--- src/hw/oe_ctrl_regs.svh ---
// Register offsets, field positions, reset values and timing counts of the output enable control.
`ifndef OE_CTRL_REGS_SVH
`define OE_CTRL_REGS_SVH
// ----------------------------------------
// Bus geometry
// ----------------------------------------
`define AXI_ADDR_W 4
`define AXI_RESP_OKAY 2'h0
`define AXI_RESP_SLVERR 2'h2
// ----------------------------------------
// Register offsets
// ----------------------------------------
`define REG_CTRL_OFFSET 4'h0
`define REG_STATUS_OFFSET 4'h4
// ----------------------------------------
// Control register fields
// ----------------------------------------
`define CTRL_EN_LSB 0
`define CTRL_CODE_LSB 8
`define CTRL_SDA_LOW_BIT 16
`define CTRL_WMASK 32'h0001_03FF
`define CTRL_RESET 32'h0000_03FF
// ----------------------------------------
// Status register fields
// ----------------------------------------
`define STAT_EN_LSB 0
`define STAT_CODE_LSB 8
`define STAT_MODE_BIT 12
`define STAT_SCL_BIT 13
`define STAT_SDA_BIT 14
`define STAT_RSVD_BIT 15
// ----------------------------------------
// Disabled-state codes and timing
// ----------------------------------------
`define CODE_PULL_LOW 2'h0
`define CODE_DIFF_LOW 2'h1
`define CODE_RESERVED 2'h2
`define CODE_HIGH_Z 2'h3
`define ENABLE_DELAY_CYCLES 4
`define MODE_SETTLE_COUNT 2'h2
`endif

--- src/hw/oe_ctrl_pkg.sv ---
// Types shared by the output enable control.
`default_nettype none
package oe_ctrl_pkg;
	typedef enum logic [2:0] {
		DRIVE_ACTIVE,
		DRIVE_PULL_LOW,
		DRIVE_DIFF_LOW,
		DRIVE_HIGH_Z,
		DRIVE_RESERVED
	} drive_state_t;
	typedef struct packed {
		logic [7:0] enable;
		logic [1:0] code;
	} enable_ctrl_t;
endpackage
`default_nettype wire

--- src/hw/output_enable_control.sv ---
// Output enable and disabled-state control for an eight-output clock buffer, with an AXI4-Lite register port.
//
// Added by the designer: register access over AXI4-Lite and the register offsets.
`include "oe_ctrl_regs.svh"
`default_nettype none
// Summary of operation
// Code 00 pull low, 01 diff low, 11 high-Z
// Second code pin is code bit one
// Serial mode: second pin is open-drain data
// Enable low drives output active
// Enable high selects coded disabled state
// Enable changes apply after four cycles
// Mode pin chooses pins or serial bus
// Mode pin held; change needs power cycle
// Delay line runs on selected clock
module output_enable_control import oe_ctrl_pkg::*; #(
	parameter int NUM_OUT = 8,
	parameter int DELAY_CYCLES = `ENABLE_DELAY_CYCLES
) (
	input wire logic clk_in,
	input wire logic rst_n_in,
	input wire logic mode_select_in,
	input wire logic [NUM_OUT-1:0] per_output_enable_n_in,
	input wire logic disabled_state_code_bit0_in,
	input wire logic disabled_state_code_bit1_in,
	output logic disabled_state_code_bit1_out,
	output logic disabled_state_code_bit1_oe_out,
	output drive_state_t [NUM_OUT-1:0] drive_state_out,
	input wire logic axi_awvalid_in,
	output logic axi_awready_out,
	input wire logic [`AXI_ADDR_W-1:0] axi_awaddr_in,
	input wire logic [2:0] axi_awprot_in,
	input wire logic axi_wvalid_in,
	output logic axi_wready_out,
	input wire logic [31:0] axi_wdata_in,
	input wire logic [3:0] axi_wstrb_in,
	output logic axi_bvalid_out,
	input wire logic axi_bready_in,
	output logic [1:0] axi_bresp_out,
	input wire logic axi_arvalid_in,
	output logic axi_arready_out,
	input wire logic [`AXI_ADDR_W-1:0] axi_araddr_in,
	input wire logic [2:0] axi_arprot_in,
	output logic axi_rvalid_out,
	input wire logic axi_rready_in,
	output logic [31:0] axi_rdata_out,
	output logic [1:0] axi_rresp_out
);
	// ----------------------------------------
	// Helpers
	// ----------------------------------------
	function automatic drive_state_t decode_code(input logic [1:0] code);
		drive_state_t s;
		case (code)
			`CODE_PULL_LOW: s = DRIVE_PULL_LOW;
			`CODE_DIFF_LOW: s = DRIVE_DIFF_LOW;
			`CODE_HIGH_Z: s = DRIVE_HIGH_Z;
			default: s = DRIVE_RESERVED;
		endcase
		return s;
	endfunction

	function automatic logic addr_is(input logic [`AXI_ADDR_W-1:0] addr, input logic [`AXI_ADDR_W-1:0] offs);
		return addr[`AXI_ADDR_W-1:2] == offs[`AXI_ADDR_W-1:2];
	endfunction

	// ----------------------------------------
	// Pin synchronisers
	// ----------------------------------------
	logic [NUM_OUT-1:0] en_n_sync;
	logic [2:0] misc_sync;
	logic mode_pin_sync;
	logic code0_sync;
	logic code1_sync;

	level_sync #(.WIDTH(NUM_OUT)) u_en_sync (
		.clk_in(clk_in),
		.rst_n_in(rst_n_in),
		.async_in(per_output_enable_n_in),
		.sync_out(en_n_sync)
	);

	level_sync #(.WIDTH(3)) u_misc_sync (
		.clk_in(clk_in),
		.rst_n_in(rst_n_in),
		.async_in({mode_select_in, disabled_state_code_bit1_in, disabled_state_code_bit0_in}),
		.sync_out(misc_sync)
	);

	assign mode_pin_sync = misc_sync[2];
	assign code1_sync = misc_sync[1];
	assign code0_sync = misc_sync[0];

	// ----------------------------------------
	// Mode capture
	// ----------------------------------------
	// The mode is caught once, after the synchroniser has settled, and then held until the next reset,
	// since a changing mode pin is only honoured across a power cycle.
	logic [1:0] settle_cnt;
	logic mode_valid;
	logic serial_mode;

	always_ff @(posedge clk_in or negedge rst_n_in) begin
		if (!rst_n_in) begin
			settle_cnt <= 2'h0;
			mode_valid <= 1'b0;
			serial_mode <= 1'b0;
		end else if (!mode_valid) begin
			settle_cnt <= settle_cnt + 2'h1;
			if (settle_cnt == `MODE_SETTLE_COUNT) begin
				mode_valid <= 1'b1;
				serial_mode <= mode_pin_sync; // see R7
			end
		end
	end

	// ----------------------------------------
	// Control register
	// ----------------------------------------
	logic [31:0] ctrl;
	logic [31:0] status;
	enable_ctrl_t pin_ctrl;
	enable_ctrl_t bus_ctrl;
	enable_ctrl_t sel_ctrl;
	logic [NUM_OUT-1:0] en_src;
	logic [NUM_OUT-1:0] en_eff;

	assign pin_ctrl.enable = ~en_n_sync; // see R4
	assign pin_ctrl.code = {code1_sync, code0_sync};
	assign bus_ctrl.enable = ctrl[`CTRL_EN_LSB +: NUM_OUT];
	assign bus_ctrl.code = ctrl[`CTRL_CODE_LSB +: 2];
	assign sel_ctrl = serial_mode ? bus_ctrl : pin_ctrl;
	assign en_src = mode_valid ? sel_ctrl.enable : '0;

	// ----------------------------------------
	// Enable delay and output state
	// ----------------------------------------
	// The delay line runs on the buffer's selected clock, so a new enable lands on a clock edge
	// and the output never shows a runt pulse.
	enable_delay #(.WIDTH(NUM_OUT), .DEPTH(DELAY_CYCLES)) u_delay (
		.clk_in(clk_in),
		.rst_n_in(rst_n_in),
		.enable_in(en_src),
		.enable_out(en_eff)
	); // see R6

	drive_state_t [NUM_OUT-1:0] next_drive;

	for (genvar i = 0; i < NUM_OUT; i++) begin : g_out
		assign next_drive[i] = en_eff[i] ? DRIVE_ACTIVE : decode_code(sel_ctrl.code); // see R1 see R4
	end

	always_ff @(posedge clk_in or negedge rst_n_in) begin
		if (!rst_n_in) begin
			drive_state_out <= '{default: DRIVE_HIGH_Z};
		end else begin
			drive_state_out <= next_drive;
		end
	end

	// ----------------------------------------
	// Serial data pin
	// ----------------------------------------
	// The data line is only ever pulled low; the enable alone decides whether it is driven.
	logic next_sda_oe;

	assign next_sda_oe = mode_valid && serial_mode && ctrl[`CTRL_SDA_LOW_BIT];

	always_ff @(posedge clk_in or negedge rst_n_in) begin
		if (!rst_n_in) begin
			disabled_state_code_bit1_oe_out <= 1'b0;
			disabled_state_code_bit1_out <= 1'b0;
		end else begin
			disabled_state_code_bit1_oe_out <= next_sda_oe;
			disabled_state_code_bit1_out <= 1'b0;
		end
	end

	// ----------------------------------------
	// AXI4-Lite slave
	// ----------------------------------------
	logic aw_hs;
	logic w_hs;
	logic b_hs;
	logic ar_hs;
	logic r_hs;
	logic aw_held;
	logic w_held;
	logic [`AXI_ADDR_W-1:0] aw_addr;
	logic [31:0] w_data;
	logic [3:0] w_strb;
	logic do_write;
	logic wr_ctrl;
	logic rd_ctrl;
	logic rd_status;
	logic [31:0] next_ctrl;
	logic [31:0] next_rdata;

	assign aw_hs = axi_awvalid_in && axi_awready_out;
	assign w_hs = axi_wvalid_in && axi_wready_out;
	assign b_hs = axi_bvalid_out && axi_bready_in;
	assign ar_hs = axi_arvalid_in && axi_arready_out;
	assign r_hs = axi_rvalid_out && axi_rready_in;
	assign do_write = aw_held && w_held && !axi_bvalid_out;
	assign wr_ctrl = addr_is(aw_addr, `REG_CTRL_OFFSET);
	assign rd_ctrl = addr_is(axi_araddr_in, `REG_CTRL_OFFSET);
	assign rd_status = addr_is(axi_araddr_in, `REG_STATUS_OFFSET);

	// Bits outside the mask stay zero whatever software writes, so reads never show stray state.
	localparam logic [31:0] CTRL_WMASK_BITS = `CTRL_WMASK;

	for (genvar b = 0; b < 4; b++) begin : g_lane
		assign next_ctrl[b*8 +: 8] = w_strb[b] ? (w_data[b*8 +: 8] & CTRL_WMASK_BITS[b*8 +: 8])
			: ctrl[b*8 +: 8];
	end

	assign status = 32'(en_eff) << `STAT_EN_LSB
		| 32'(sel_ctrl.code) << `STAT_CODE_LSB
		| 32'(serial_mode) << `STAT_MODE_BIT
		| 32'(code0_sync) << `STAT_SCL_BIT
		| 32'(code1_sync) << `STAT_SDA_BIT
		| 32'(sel_ctrl.code == `CODE_RESERVED) << `STAT_RSVD_BIT;

	assign next_rdata = rd_ctrl ? ctrl : (rd_status ? status : 32'h0000_0000);

	always_ff @(posedge clk_in or negedge rst_n_in) begin
		if (!rst_n_in) begin
			aw_held <= 1'b0;
			aw_addr <= '0;
			axi_awready_out <= 1'b1;
		end else if (aw_hs) begin
			aw_held <= 1'b1;
			aw_addr <= axi_awaddr_in;
			axi_awready_out <= 1'b0;
		end else if (b_hs) begin
			aw_held <= 1'b0;
			axi_awready_out <= 1'b1;
		end
	end

	always_ff @(posedge clk_in or negedge rst_n_in) begin
		if (!rst_n_in) begin
			w_held <= 1'b0;
			w_data <= 32'h0000_0000;
			w_strb <= 4'h0;
			axi_wready_out <= 1'b1;
		end else if (w_hs) begin
			w_held <= 1'b1;
			w_data <= axi_wdata_in;
			w_strb <= axi_wstrb_in;
			axi_wready_out <= 1'b0;
		end else if (b_hs) begin
			w_held <= 1'b0;
			axi_wready_out <= 1'b1;
		end
	end

	always_ff @(posedge clk_in or negedge rst_n_in) begin
		if (!rst_n_in) begin
			ctrl <= `CTRL_RESET;
			axi_bvalid_out <= 1'b0;
			axi_bresp_out <= `AXI_RESP_OKAY;
		end else if (do_write) begin
			ctrl <= wr_ctrl ? next_ctrl : ctrl;
			axi_bvalid_out <= 1'b1;
			axi_bresp_out <= (wr_ctrl || addr_is(aw_addr, `REG_STATUS_OFFSET)) ? `AXI_RESP_OKAY : `AXI_RESP_SLVERR;
		end else if (b_hs) begin
			axi_bvalid_out <= 1'b0;
		end
	end

	always_ff @(posedge clk_in or negedge rst_n_in) begin
		if (!rst_n_in) begin
			axi_arready_out <= 1'b1;
			axi_rvalid_out <= 1'b0;
			axi_rdata_out <= 32'h0000_0000;
			axi_rresp_out <= `AXI_RESP_OKAY;
		end else if (ar_hs) begin
			axi_arready_out <= 1'b0;
			axi_rvalid_out <= 1'b1;
			axi_rdata_out <= next_rdata;
			axi_rresp_out <= (rd_ctrl || rd_status) ? `AXI_RESP_OKAY : `AXI_RESP_SLVERR;
		end else if (r_hs) begin
			axi_arready_out <= 1'b1;
			axi_rvalid_out <= 1'b0;
		end
	end

	// ----------------------------------------
	// Assertions
	// ----------------------------------------
	AST_R1_DECODE: assert property (@(posedge clk_in) disable iff (!rst_n_in)
		!en_eff[0] && sel_ctrl.code == `CODE_DIFF_LOW |=> drive_state_out[0] == DRIVE_DIFF_LOW)
		else $error("Disabled output does not follow the differential-low code.");

	AST_R2_CODE_PIN: assert property (@(posedge clk_in) disable iff (!rst_n_in)
		mode_valid && !serial_mode && !en_eff[1] |=>
			drive_state_out[1] == decode_code({$past(code1_sync), $past(code0_sync)}))
		else $error("Disabled state does not follow both code pins in pin mode.");

	AST_R3_OPEN_DRAIN: assert property (@(posedge clk_in) disable iff (!rst_n_in)
		disabled_state_code_bit1_oe_out |-> serial_mode && !disabled_state_code_bit1_out)
		else $error("Data pin driven outside serial mode or driven high.");

	AST_R4_ACTIVE: assert property (@(posedge clk_in) disable iff (!rst_n_in)
		en_eff[2] |=> drive_state_out[2] == DRIVE_ACTIVE)
		else $error("Enabled output is not driven active.");

	AST_R5_DISABLED: assert property (@(posedge clk_in) disable iff (!rst_n_in)
		!en_eff[3] |=> drive_state_out[3] != DRIVE_ACTIVE)
		else $error("Disabled output is still driven active.");

	AST_R6_DELAY: assert property (@(posedge clk_in) disable iff (!rst_n_in)
		$changed(en_src) |-> ##4 en_eff == $past(en_src, 4))
		else $error("Enable change did not land after four cycles.");

	AST_R7_MODE_HOLD: assert property (@(posedge clk_in) disable iff (!rst_n_in)
		mode_valid && $past(mode_valid) |-> $stable(serial_mode) ##1 $stable(serial_mode))
		else $error("Control mode changed after capture.");

	AST_R9_NO_EARLY: assert property (@(posedge clk_in) disable iff (!rst_n_in)
		$changed(en_eff) |-> en_eff == $past(en_src, 4) && $past(en_src, 4) != $past(en_src, 5))
		else $error("Enable moved without a source change four cycles earlier.");
endmodule
`default_nettype wire

--- src/hw/level_sync.sv ---
// Two-flop synchroniser for a bundle of asynchronous levels.
`default_nettype none
module level_sync #(
	parameter int WIDTH = 1
) (
	input wire logic clk_in,
	input wire logic rst_n_in,
	input wire logic [WIDTH-1:0] async_in,
	output logic [WIDTH-1:0] sync_out
);
	logic [WIDTH-1:0] meta;

	always_ff @(posedge clk_in or negedge rst_n_in) begin
		if (!rst_n_in) begin
			meta <= '0;
			sync_out <= '0;
		end else begin
			meta <= async_in;
			sync_out <= meta;
		end
	end
endmodule
`default_nettype wire

--- src/hw/enable_delay.sv ---
// Fixed-depth delay line that holds back enable changes by a whole number of clock cycles.
`default_nettype none
module enable_delay #(
	parameter int WIDTH = 8,
	parameter int DEPTH = 4
) (
	input wire logic clk_in,
	input wire logic rst_n_in,
	input wire logic [WIDTH-1:0] enable_in,
	output logic [WIDTH-1:0] enable_out
);
	logic [WIDTH-1:0] stage [DEPTH];

	// Reset leaves every output disabled, so nothing toggles before the mode is known.
	always_ff @(posedge clk_in or negedge rst_n_in) begin
		if (!rst_n_in) begin
			stage[0] <= '0;
		end else begin
			stage[0] <= enable_in;
		end
	end

	for (genvar i = 1; i < DEPTH; i++) begin : g_stage
		always_ff @(posedge clk_in or negedge rst_n_in) begin
			if (!rst_n_in) begin
				stage[i] <= '0;
			end else begin
				stage[i] <= stage[i-1];
			end
		end
	end

	assign enable_out = stage[DEPTH-1];
endmodule
`default_nettype wire

--- config.mk ---
export PLATFORM = sky130hd
export DESIGN_NAME = output_enable_control
export DESIGN_NICKNAME = d
export VERILOG_FILES = /design/src/hw/oe_ctrl_pkg.sv /design/src/hw/output_enable_control.sv /design/src/hw/level_sync.sv /design/src/hw/enable_delay.sv
export VERILOG_INCLUDE_DIRS = /design/src /design/src/hw
export SDC_FILE = /design/constraint.sdc
export NUM_CORES = 1
export LEC_CHECK = 0
export ABC_AREA = 1
export BUFFER_PORTS_ARGS = -buffer_cell sky130_fd_sc_hd__buf_2
export CAP_MARGIN = 20
export CORE_UTILIZATION = 53
export CTS_BUF_LIST = sky130_fd_sc_hd__clkbuf_8
export CTS_CLUSTER_SIZE = 20
export DETAILED_ROUTE_END_ITERATION = 10
export GPL_TIMING_DRIVEN = 0
export PLACE_DENSITY = 0.81
export SLEW_MARGIN = 20
export SYNTH_ARGS = -nofsm -noshare
export SYNTH_HDL_FRONTEND = slang
export SYNTH_SLANG_ARGS = --single-unit
--- constraint.sdc ---
create_clock -name clk_in -period 1.69 [get_ports clk_in]
set_clock_uncertainty 0.15 [all_clocks]
set_input_delay 0.0845 -clock clk_in [delete_from_list [all_inputs] [get_ports clk_in]]
set_output_delay 0.0845 -clock clk_in [all_outputs]
set_load 0.005 [all_outputs]
Yosys cells after proc, flatten, opt, wreduce, memory -nomap -nowiden
Index checks and enable logic that the tools add are counted.
{"block": "totals", "latchBits": 0, "regBits": 161, "elab_cells": 101, "romBits": 0, "mem_count": 0, "mem_bits_rw": 0, "output_inout_bits": 67}
{"block": "op_classes", "add_sub_neg": 1, "mul": 0, "reduce_logical": 23, "shifts": 0, "n_eq_ne": 6, "n_div": 0, "n_bitwise": 7, "mux": 28, "n_lt_le_gt_ge": 0}
{"op": "two-way mux 3 bit", "count": 8}
{"op": "two-way mux 17 bit", "count": 1}
{"op": "two-way mux 16 bit", "count": 1}
{"op": "bitwise OR 15 x 16 -> 16 bit", "count": 1}
{"op": "bitwise OR 14 x 15 -> 15 bit", "count": 1}
{"op": "bitwise OR 13 x 14 -> 14 bit", "count": 1}
{"op": "two-way mux 1 bit", "count": 13}
{"op": "bitwise OR 10 x 13 -> 13 bit", "count": 1}
{"op": "two-way mux 10 bit", "count": 1}
{"op": "bitwise OR 8 x 10 -> 10 bit", "count": 1}
{"op": "logical AND 1 bit", "count": 9}
{"op": "case mux 3 bit (3 select lines)", "count": 1}
{"op": "AND reduction 3 bit", "count": 3}
{"op": "two-way mux 8 bit", "count": 1}
{"op": "inverter 8 bit", "count": 1}
{"op": "nonzero test 2 bit", "count": 4}
{"op": "equality test 2 x 1 -> 1 bit (second input constant)", "count": 3}
{"op": "equality test 2 bit (second input constant)", "count": 3}
{"op": "zero test 2 bit", "count": 3}
{"op": "two-way mux 2 bit", "count": 2}
{"op": "adder 2 x 1 -> 2 bit (second input constant)", "count": 1}
{"op": "logical OR 1 bit", "count": 2}
{"op": "AND reduction 2 bit", "count": 1}
{"op": "zero test 1 bit", "count": 1}
{"op": "inverter 1 bit", "count": 1}

Depth between registers and ports, before layout
Gate-level depths: netlist of run 1.
{"block": "depth", "word_depth": 9, "ltp_mapped": 6, "ltp_nobuf": 6}

Modules after synthesis
Synthesis of run 1 repeated with hierarchy kept, for this count alone.
{"block": "hier_totals", "hier_cells": 408, "hier_area_um2": 4694.5}
{"module": "output_enable_control", "n_inst": 1, "area_each_um2": 3283.1, "cells_each": 346}
{"module": "enable_delay", "n_inst": 1, "area_each_um2": 860.8, "cells_each": 40}
{"module": "level_sync (u_en_sync)", "n_inst": 1, "area_each_um2": 400.4, "cells_each": 16}
{"module": "level_sync (u_misc_sync)", "n_inst": 1, "area_each_um2": 150.1, "cells_each": 6}

Least setup slack after synthesis of run 1
OpenSTA, ideal clock, no wires.
{"block": "synth_timing", "kind": "register to register", "start": "reg ctrl[8]", "end": "reg drive_state_out[0] in the netlist's numbering", "t_arrival_ns": 1.258, "path_stages_with_launch": 7, "setup_slack_ns": 0.201, "n_path_buf": 0, "required_ns": 1.459, "path_cell_list": "dfstp_2 nand2_1 o21ai_1 inv_2 ha_1 inv_1 nor2_1"}
{"item": "start, declared", "line": "output_enable_control.sv:120", "source": "logic [31:0] ctrl;"}
{"item": "start signal, assigned", "line": "output_enable_control.sv:260", "source": "ctrl <= `CTRL_RESET;"}
{"item": "start signal, assigned", "line": "output_enable_control.sv:264", "source": "ctrl <= wr_ctrl ? next_ctrl : ctrl;"}
{"item": "end signal, assigned", "line": "output_enable_control.sv:157", "source": "drive_state_out <= next_drive;"}
{"item": "end, declared", "line": "output_enable_control.sv:28", "source": "output drive_state_t [NUM_OUT-1:0] drive_state_out,"}

Worst setup path after layout of run 1
{"block": "layout_timing", "start": "reg axi_wready_out", "end": "reg w_strb[1]"}
{"block": "layout_between", "elab_chain_len": 1}
{"item": "start, declared", "line": "output_enable_control.sv:34", "source": "output logic axi_wready_out,"}
{"item": "start signal, assigned", "line": "output_enable_control.sv:246", "source": "axi_wready_out <= 1'b1;"}
{"item": "start signal, assigned", "line": "output_enable_control.sv:251", "source": "axi_wready_out <= 1'b0;"}
{"item": "start signal, assigned", "line": "output_enable_control.sv:254", "source": "axi_wready_out <= 1'b1;"}
{"item": "logical AND 1 bit", "line": "output_enable_control.sv:200", "source": "assign w_hs = axi_wvalid_in && axi_wready_out;"}
{"item": "end signal, assigned", "line": "output_enable_control.sv:250", "source": "w_strb <= axi_wstrb_in;"}
{"item": "end, declared", "line": "output_enable_control.sv:191", "source": "logic [3:0] w_strb;"}
No other way between the ends.
A chain may end at the register's enable or synchronous reset.

==> metrics, run 1 <==
Critical Path RT 1.86 ns; largest net degree at the start of global routing 89; Final Instance Count excl. Fillers 689; first-pass GRT wire length 14.9 mm; status finished, final reports clean; Distinct cells, synth 21; Max Clk Rate 600 MHz; minimum clock period 1.67 ns; Reg2Reg Capture Point w_strb[1]; die width 96.1 µm; Placer Congestion 0.730; clock network power share 30.5%; critical path type reg -> reg; Setup Viol. Count Final 0; beginning of the worst register-to-register path axi_wready_out; crit-path max FO 9; post-DR vias/cell 4.74; placed cell areas 5340 µm²; synthesis-stage register bit count 134; antenna violations before repair 0; Sw Ratio 29.7%; CP Data Arrival Time 1.83 ns; routed via count 3269; Placed Cells incl. Taps 609; drt drc 0; Setup crit start axi_wready_out; Die Y 96.1 µm; Max Buffers Root-to-Sink 2; Worst setup EP type flop; WL/cell 13.1 µm; P_leak 3.25 nW; number of inserted diodes 0; PD cells 1460 nW/µm²; GRT Residual Overflow 0; # rows 33; Worst-Skew Late Latency 0.43 ns; H-tree levels 4; NetSw 2.72 mW; commonest non-fill, non-tap cell in the layout dfrtp_1; Mapped Area 4690 µm²; Initial DRT Pass Iterations 4; Max Cap Viol 0; total wire length 9.06 mm; PortBufs 82; internal power 6.42 mW; NumNets Final 642; register share of total power 50.1%; Synth Area per Inst 11.7 µm²; Finished Core Util 74.6%; Gate power share 19.5%; TritonCTS Buffers 17; CP endpoint w_strb[1]; die area 9230 µm²; Clock transition at path regs 0.08 ns; Detail Placement HPWL 5.49 mm; final hold viol count 0; final hold slack 0.143 ns; DR iter-0 viols 115; GRT Overall Usage 22.3%; starting density of the core 55.9%; vias in the first global route 3187; Ys Warns 0; IR drop worst, VDD 978 µV; layout cells sized above 1 34.4%; area delta synth->final 33.4%; Final ANT Viol Nets 0; Startpoint Class flop; R2R setup slack 0.02 ns; clock root cell clkbuf_8; post-synthesis sequential area ratio 72.3%; post-route cell area 6260 µm²; commonest non-fill, non-tap cells in the layout dfrtp_1 (105), nand2_1 (101), buf_2 (85), nor2_1 (42), dlygate4sd3_1 (42); fin crit share 98.7%; TritonCTS clock tree yes; HP Class in -> reg; Core ar. 8380 µm²; I/O pins 135; CTS Sinks 134; R2R depth 4; post-synthesis cell count 402; fin. max-slew vios 0
==> power groups by stage <==
| stage | logic, mW | registers, mW | clock network, mW |
|---|---|---|---|
| global route | 2.02 | 4.67 | 2.99 |
| global placement | 1.51 | 4.57 | 0 |
| floorplan | 0.922 | 4.55 | 0 |
| finish | 1.78 | 4.58 | 2.78 |
| detailed placement | 1.59 | 4.61 | 0 |
| CTS | 1.72 | 4.56 | 2.83 |
==> layer usage <==
| metal | up-vias | global-route usage, % | wire, µm |
|---|---|---|---|
| met3 | 7 | 5.45 | 500 |
| met1 | 1573 | 27.1 | 3810 |
| met2 | 119 | 37.2 | 4660 |
| li1 | 1570 | - | - |
| met5 | - | 0 | 0 |
| met4 | 0 | 10.8 | 89 |
==> cells in the mapped netlist, drive strengths merged <==
| cell type | number | area share [%] |
|---|---|---|
| nor2 | 45 | 4.0 |
| buf | 29 | 4.6 |
| dfrtp | 105 | 56 |
| inv | 23 | 1.8 |
| conb | 1 | 0.080 |
| nand2 | 105 | 8.6 |
| xnor2 | 1 | 0.19 |
| or2 | 1 | 0.13 |
| dfstp | 29 | 16 |
| ha | 3 | 0.80 |
| o21ai | 12 | 1.3 |
| a21oi | 9 | 0.96 |
| a211oi | 7 | 1.9 |
| nand3 | 32 | 3.4 |
==> cell families after synthesis <==
| kind of cell | synth area share (%) |
|---|---|
| simple gates | 16.1 |
| flops | 72.3 |
| buf+inv | 6.43 |
| compound gates | 4.11 |
| fa+ha+maj | 0.801 |
| xor+xnor | 0.187 |
| other cells | 0.0800 |
==> critical path: stages, from the launching register on <==
cell           delay, ns
dfstp_2             0.59
nand2_4             0.11
nor2_1              0.09
dlygate4sd3_1       0.56
a21oi_1             0.05
==> state kept, by name (all words and copies together) (netlist names), 2 cells and up <==
register	count
aw_addr	2
axi_rdata_out	15
ctrl	11
drive_state_out	24
settle_cnt	2
u_delay.enable_out	8
u_delay.stage	24
u_en_sync.meta	8
u_en_sync.sync_out	8
u_misc_sync.meta	3
u_misc_sync.sync_out	3
w_data	11
w_strb	3
==> cell type report <==
cell class,instances,area (µm²)
multi-input combinational,235,1080
sequential,134,3390
clock buffer,17,234
tap,105,131
clock inverter,15,191
timing repair buffer,131,932
fill,552,2130
inverter,23,86.3
buffer,29,215
==> through the flow <==
stage / power [mW] / setup WS (ns) / TNS [ns]
finish: 9.14 / 0.0221 / 0
global route: 9.69 / -0.0543 / -0.0701
floorplan: 5.48 / 0.201 / 0
detailed placement: 6.20 / -0.0195 / -0.0346
CTS: 9.11 / 0.0255 / 0
global placement: 6.08 / -1.17 / -135.79
==> how the worst min path moves through the flow <==
stage | from | endpoint | slack [ns] | cells after the start
finish | mode_select_in | u_misc_sync.meta[2] | 0.14 | 2
global route | mode_select_in | u_misc_sync.meta[2] | 0.12 | 2
CTS | per_output_enable_n_in[6] | u_en_sync.meta[6] | 0.12 | 2
detailed placement | rst_n_in | u_en_sync.meta[7] | -0.11 | 1
global placement | per_output_enable_n_in[2] | u_en_sync.meta[2] | 0.04 | 1
floorplan | rst_n_in | aw_addr[2] | -0.36 | 0
==> repair_timing <==
action                                 CTS  global route
gates cloned                             0             1
buffers inserted                         0             4
gates resized for setup                  1             5
pin swaps                                0             1
endpoints found under the hold margin  153             0
setup endpoints to repair                7            36
hold buffers                            43             0
(Power assumes the default switching activity.)
==> inputs of run 2 (changes only) <==
--- a/config.mk
+++ b/config.mk
@@ -9,12 +9,12 @@
 export ABC_AREA = 1
 export BUFFER_PORTS_ARGS = -buffer_cell sky130_fd_sc_hd__buf_2
 export CAP_MARGIN = 20
-export CORE_UTILIZATION = 53
+export CORE_UTILIZATION = 55
 export CTS_BUF_LIST = sky130_fd_sc_hd__clkbuf_8
 export CTS_CLUSTER_SIZE = 20
 export DETAILED_ROUTE_END_ITERATION = 10
 export GPL_TIMING_DRIVEN = 0
-export PLACE_DENSITY = 0.81
+export PLACE_DENSITY = 0.84
 export SLEW_MARGIN = 20
 export SYNTH_ARGS = -nofsm -noshare
 export SYNTH_HDL_FRONTEND = slang
==> constraint.sdc (replaced) <==
create_clock -name clk_in -period 2.1 [get_ports clk_in]
set_clock_uncertainty 0.15 [all_clocks]
set_input_delay 0.105 -clock clk_in [delete_from_list [all_inputs] [get_ports clk_in]]
set_output_delay 0.105 -clock clk_in [all_outputs]
set_load 0.005 [all_outputs]
==> metrics, run 2 (synthesis gave the netlist of run 1 again) <==
Top Registers drive_state_out (24), u_delay.stage (24), axi_rdata_out (15); Worst Tran Pin Value 0.687 ns; status finished, final reports clean; Worst setup EP type flop; die width 94.3 µm; Setup crit start axi_wready_out; PD cells 1180 nW/µm²; first-pass GRT wire length 15.3 mm; # rows 33; Max Clk Rate 495 MHz; Placer Congestion 0.792; Max Cap Viol 0; vias in the first global route 3327; number of inserted diodes 0; antenna violations before repair 0; Core ar. 8220 µm²; area delta synth->final 34.7%; CTS resizes 0; P_leak 3.24 nW; NumNets Final 647; CTS Sinks 134; final setup TNS 0 ns; minimum clock period 2.02 ns; I/O pins 135; CP Data Arrival Time 2.24 ns; Final ANT Viol Nets 0; PortBufs 82; Max Buffers Root-to-Sink 2; total wire length 9.28 mm; crit-path max FO 5; starting density of the core 57.1%; post-DR vias/cell 4.69; commonest non-fill, non-tap cells in the layout dfrtp_1 (105), nand2_1 (102), buf_2 (85), dlygate4sd3_1 (53), nor2_1 (42); H-tree levels 4; Detail Placement HPWL 5.44 mm; GRT Residual Overflow 0; final hold slack 0.119 ns; critical path type reg -> reg; fin. max-slew vios 0; final worst slack 0.0781 ns; final hold viol count 0; layout cells sized above 1 32.8%; Die Y 94.3 µm; Finished Core Util 76.8%; Critical Path RT 2.32 ns; Setup Viol. Count Final 0; fin crit share 96.3%; RSZ-0062 raised after global routing false; routed via count 3258; TritonCTS clock tree yes; DR iter-0 viols 127; Worst-Skew Late Latency 0.43 ns; Clock transition at path regs 0.08 ns; worst slack at placement 0.384 ns; WL/cell 13.4 µm; clock root cell clkbuf_8; Initial DRT Pass Iterations 4; drt drc 0; largest net degree at the start of global routing 80; fillers 524; max_slew headroom 54.2%; HP Class in -> async; die area 8900 µm²; TritonCTS Buffers 17; beginning of the worst register-to-register path axi_wready_out; commonest non-fill, non-tap cell in the layout dfrtp_1; Startpoint Class flop; GRT Overall Usage 23.5%; IR drop worst, VDD 845 µV; Final Power 7.46 mW
run 2: per-stage QoR:
| step | area [µm²] | std cells |
|---|---|---|
| 2_1_floorplan | 4760 | 421 |
| 3_3_place_gp | 5300 | 608 |
| 3_5_place_dp | 5340 | 609 |
| 4_1_cts | 6310 | 694 |
| 5_1_grt | 6310 | 694 |
| 6_report | 6310 | 694 |
run 2: layer usage:
metal | track usage (%) | share of wire [%] | vias to the layer above
met1 | 26.4 | 39 | 1568
li1 | - | - | 1579
met2 | 42.3 | 55 | 97
met4 | 6.41 | 1.2 | 0
met5 | 0 | 0 | -
met3 | 8.33 | 5.0 | 14
run 2: repair_timing:
item                                   in CTS  in global routing
endpoints found under the hold margin     118                  0
setup buffers                               0                  0
hold buffers                               53                  0
run 2: final timing paths:
path | slack, ns | endpoint | depth (start not counted)
worst max-delay path | 0.08 | w_data[16] | 4
worst min-delay path | 0.12 | w_data[7] | 2
worst max register to register | 0.08 | w_data[16] | 4
worst min register to register | 0.20 | u_delay.stage[22] | 0
max in group asynchronous | 0.92 | ctrl[9] | 3
min in group clk_in | 0.17 | u_en_sync.meta[7] | 2
run 2: cell type report:
type                    instances  area (µm²)  area share, %
repair buffers                136         975           15.4
clock buffers                  18         248           3.92
well taps                     105         131           2.08
clock inverters                14         200           3.17
plain buffers                  29         215           3.41
flip-flops and latches        134        3390           53.7
multi-input cells             235        1070           16.9
inverters                      23        86.3           1.37
run 2: where the power goes:
group | switching, mW | leakage [nW] | internal, mW
Sequential | 0.359 | 1.58 | 3.33
Clock | 0.973 | 0.216 | 1.34
Combinational | 0.802 | 1.44 | 0.667
Total | 2.13 | 3.24 | 5.33
run 2: critical path: stages, from the launching register on:
cell and delay (ns):
dfstp_2 0.57, nand3_1 0.07, dlygate4sd3_1 0.56, nand2_1 0.07
dlygate4sd3_1 0.55
==> inputs of run 3 (changes only) <==
--- a/config.mk
+++ b/config.mk
@@ -9,12 +9,12 @@
 export ABC_AREA = 1
 export BUFFER_PORTS_ARGS = -buffer_cell sky130_fd_sc_hd__buf_2
 export CAP_MARGIN = 20
-export CORE_UTILIZATION = 55
+export CORE_UTILIZATION = 57
 export CTS_BUF_LIST = sky130_fd_sc_hd__clkbuf_8
 export CTS_CLUSTER_SIZE = 20
 export DETAILED_ROUTE_END_ITERATION = 10
 export GPL_TIMING_DRIVEN = 0
-export PLACE_DENSITY = 0.84
+export PLACE_DENSITY = 0.87
 export SLEW_MARGIN = 20
 export SYNTH_ARGS = -nofsm -noshare
 export SYNTH_HDL_FRONTEND = slang
==> metrics, run 3 (synthesis gave the netlist of run 1 again) <==
Max Clk Rate 487 MHz; status finished, final reports clean; largest net degree at the start of global routing 77; area delta synth->final 33.5%; total wire length 10.2 mm; CTS Sinks 134; Final ANT Viol Nets 0; Register Area 3390 µm²; post-route cell area 6260 µm²; placed cell areas 5330 µm²; Critical Path RT 2.33 ns; gr busiest metal met2; clock network power share 28.9%; Placer Congestion 0.788; PortBufs 82; Gate power share 20.6%; critical path type reg -> reg; Clock transition at path regs 0.08 ns; # rows 32; die width 92.7 µm; commonest non-fill, non-tap cell in the layout dfrtp_1; met2 Use GR 48.6%; NumNets Final 646; internal power 5.07 mW; register share of total power 50.4%; Initial DRT Pass Iterations 4; drt drc 0; Final Power 7.35 mW; fin crit share 97.7%; vias in the first global route 3475; number of inserted diodes 0; post-DR vias/cell 4.88; routed via count 3366; NetSw 2.28 mW; IR drop worst, VDD 842 µV; I/O pins 135; Setup Viol. Count Final 0; minimum clock period 2.05 ns; die area 8590 µm²; Max Cap Viol 0; Max Buffers Root-to-Sink 2; Worst-Skew Late Latency 0.43 ns; starting density of the core 59.7%; Worst setup EP type flop; final worst slack 0.0475 ns; GRT Residual Overflow 0; Worst Tran Pin Value 0.663 ns; final hold viol count 0; clock root cell clkbuf_8; met3 Use GR 5.83%; Startpoint Class flop; HP Class in -> async; TritonCTS clock tree yes; PD cells 1170 nW/µm²; crit-path max FO 4; worst slack at placement 0.391 ns; commonest non-fill, non-tap cells in the layout dfrtp_1 (105), nand2_1 (102), buf_2 (85), dlygate4sd3_1 (51), nor2_1 (42); Core ar. 7850 µm²; Top Registers drive_state_out (24), u_delay.stage (24), axi_rdata_out (15); Detail Placement HPWL 5.65 mm; fin. max-slew vios 0; first-pass GRT wire length 16.8 mm; TritonCTS Buffers 17; DR iter-0 viols 210; Multi-input gate area 1070 µm²; layout cells sized above 1 33.2%; antenna violations before repair 0; fillers 469; H-tree levels 4; WL/cell 14.7 µm; CP Data Arrival Time 2.28 ns; P_leak 3.22 nW; grt met1 use 30.1%; max_slew headroom 55.8%; Finished Core Util 79.8%; GRT Overall Usage 26.8%; Die Y 92.7 µm; Sw Ratio 31.1%
## run 3: cell count changes in the layout (fill, tap and decap cells not counted), sizes merged
cell | previous run | this run
bufinv | 4 | 2
buf | 112 | 113
clkinvlp | 3 | 2
inv | 25 | 27
clkinv | 5 | 7
clkbuf | 18 | 17
dlygate4sd3 | 53 | 51
## run 3: path summary, 6_finish.rpt
check	startpoint	to	slack [ns]	cells after the start
max	axi_wready_out	w_data[16]	0.05	4
min	rst_n_in	w_data[2]	0.11	2
max reg2reg	axi_wready_out	w_data[16]	0.05	4
min reg2reg	u_delay.stage[15]	u_delay.enable_out[7]	0.20	0
max in group asynchronous	rst_n_in	ctrl[9]	0.94	3
min in group clk_in	per_output_enable_n_in[2]	u_en_sync.meta[2]	0.16	2
## run 3: repair_timing
item                       in CTS  in global routing
hold buffers                   51                  0
setup buffers                   0                  1
setup endpoints to repair       0                  1
hold endpoints to repair      115                  0
gates resized for setup         0                  1
## run 3: power by group through the flow
stage / logic (mW) / registers (mW) / clock network (mW)
after floorplan: 0.742 / 3.66 / 0
after global placement: 1.21 / 3.67 / 0
after detailed placement: 1.28 / 3.72 / 0
after CTS: 1.44 / 3.69 / 2.15
after global routing: 1.69 / 3.77 / 2.29
final: 1.51 / 3.71 / 2.13
## run 3: critical path, cell delays in order, from the launching register on
cell,delay [ns]
dfstp_2,0.58
nand3_2,0.09
dlygate4sd3_1,0.56
nand2_1,0.07
dlygate4sd3_1,0.54
## run 3: routing by layer
metal  share of wire (%)  wire [µm]
met1                  37       3810
met2                  56       5690
met3                 4.5        456
met4                 2.1        216
met5                   0          0
## run 3: area by class of cell
cell class	instances	area share (%)
clock buffers	17	3.74
clock inverters	15	2.74
flip-flops and latches	134	54.1
multi-input cells	235	17.1
inverters	23	1.38
well taps	102	2.04
repair buffers	135	15.4
plain buffers	29	3.44
## run 3: metrics by stage
stage | hold slack, ns | setup TNS, ns | instances
6_report | 0.113 | 0 | 690
5_1_grt | 0.144 | -0.00557 | 690
4_1_cts | 0.117 | 0 | 689
3_5_place_dp | 0.0195 | 0 | 606
3_3_place_gp | 0.0632 | -80.45 | 605
2_1_floorplan | -0.341 | 0 | 421
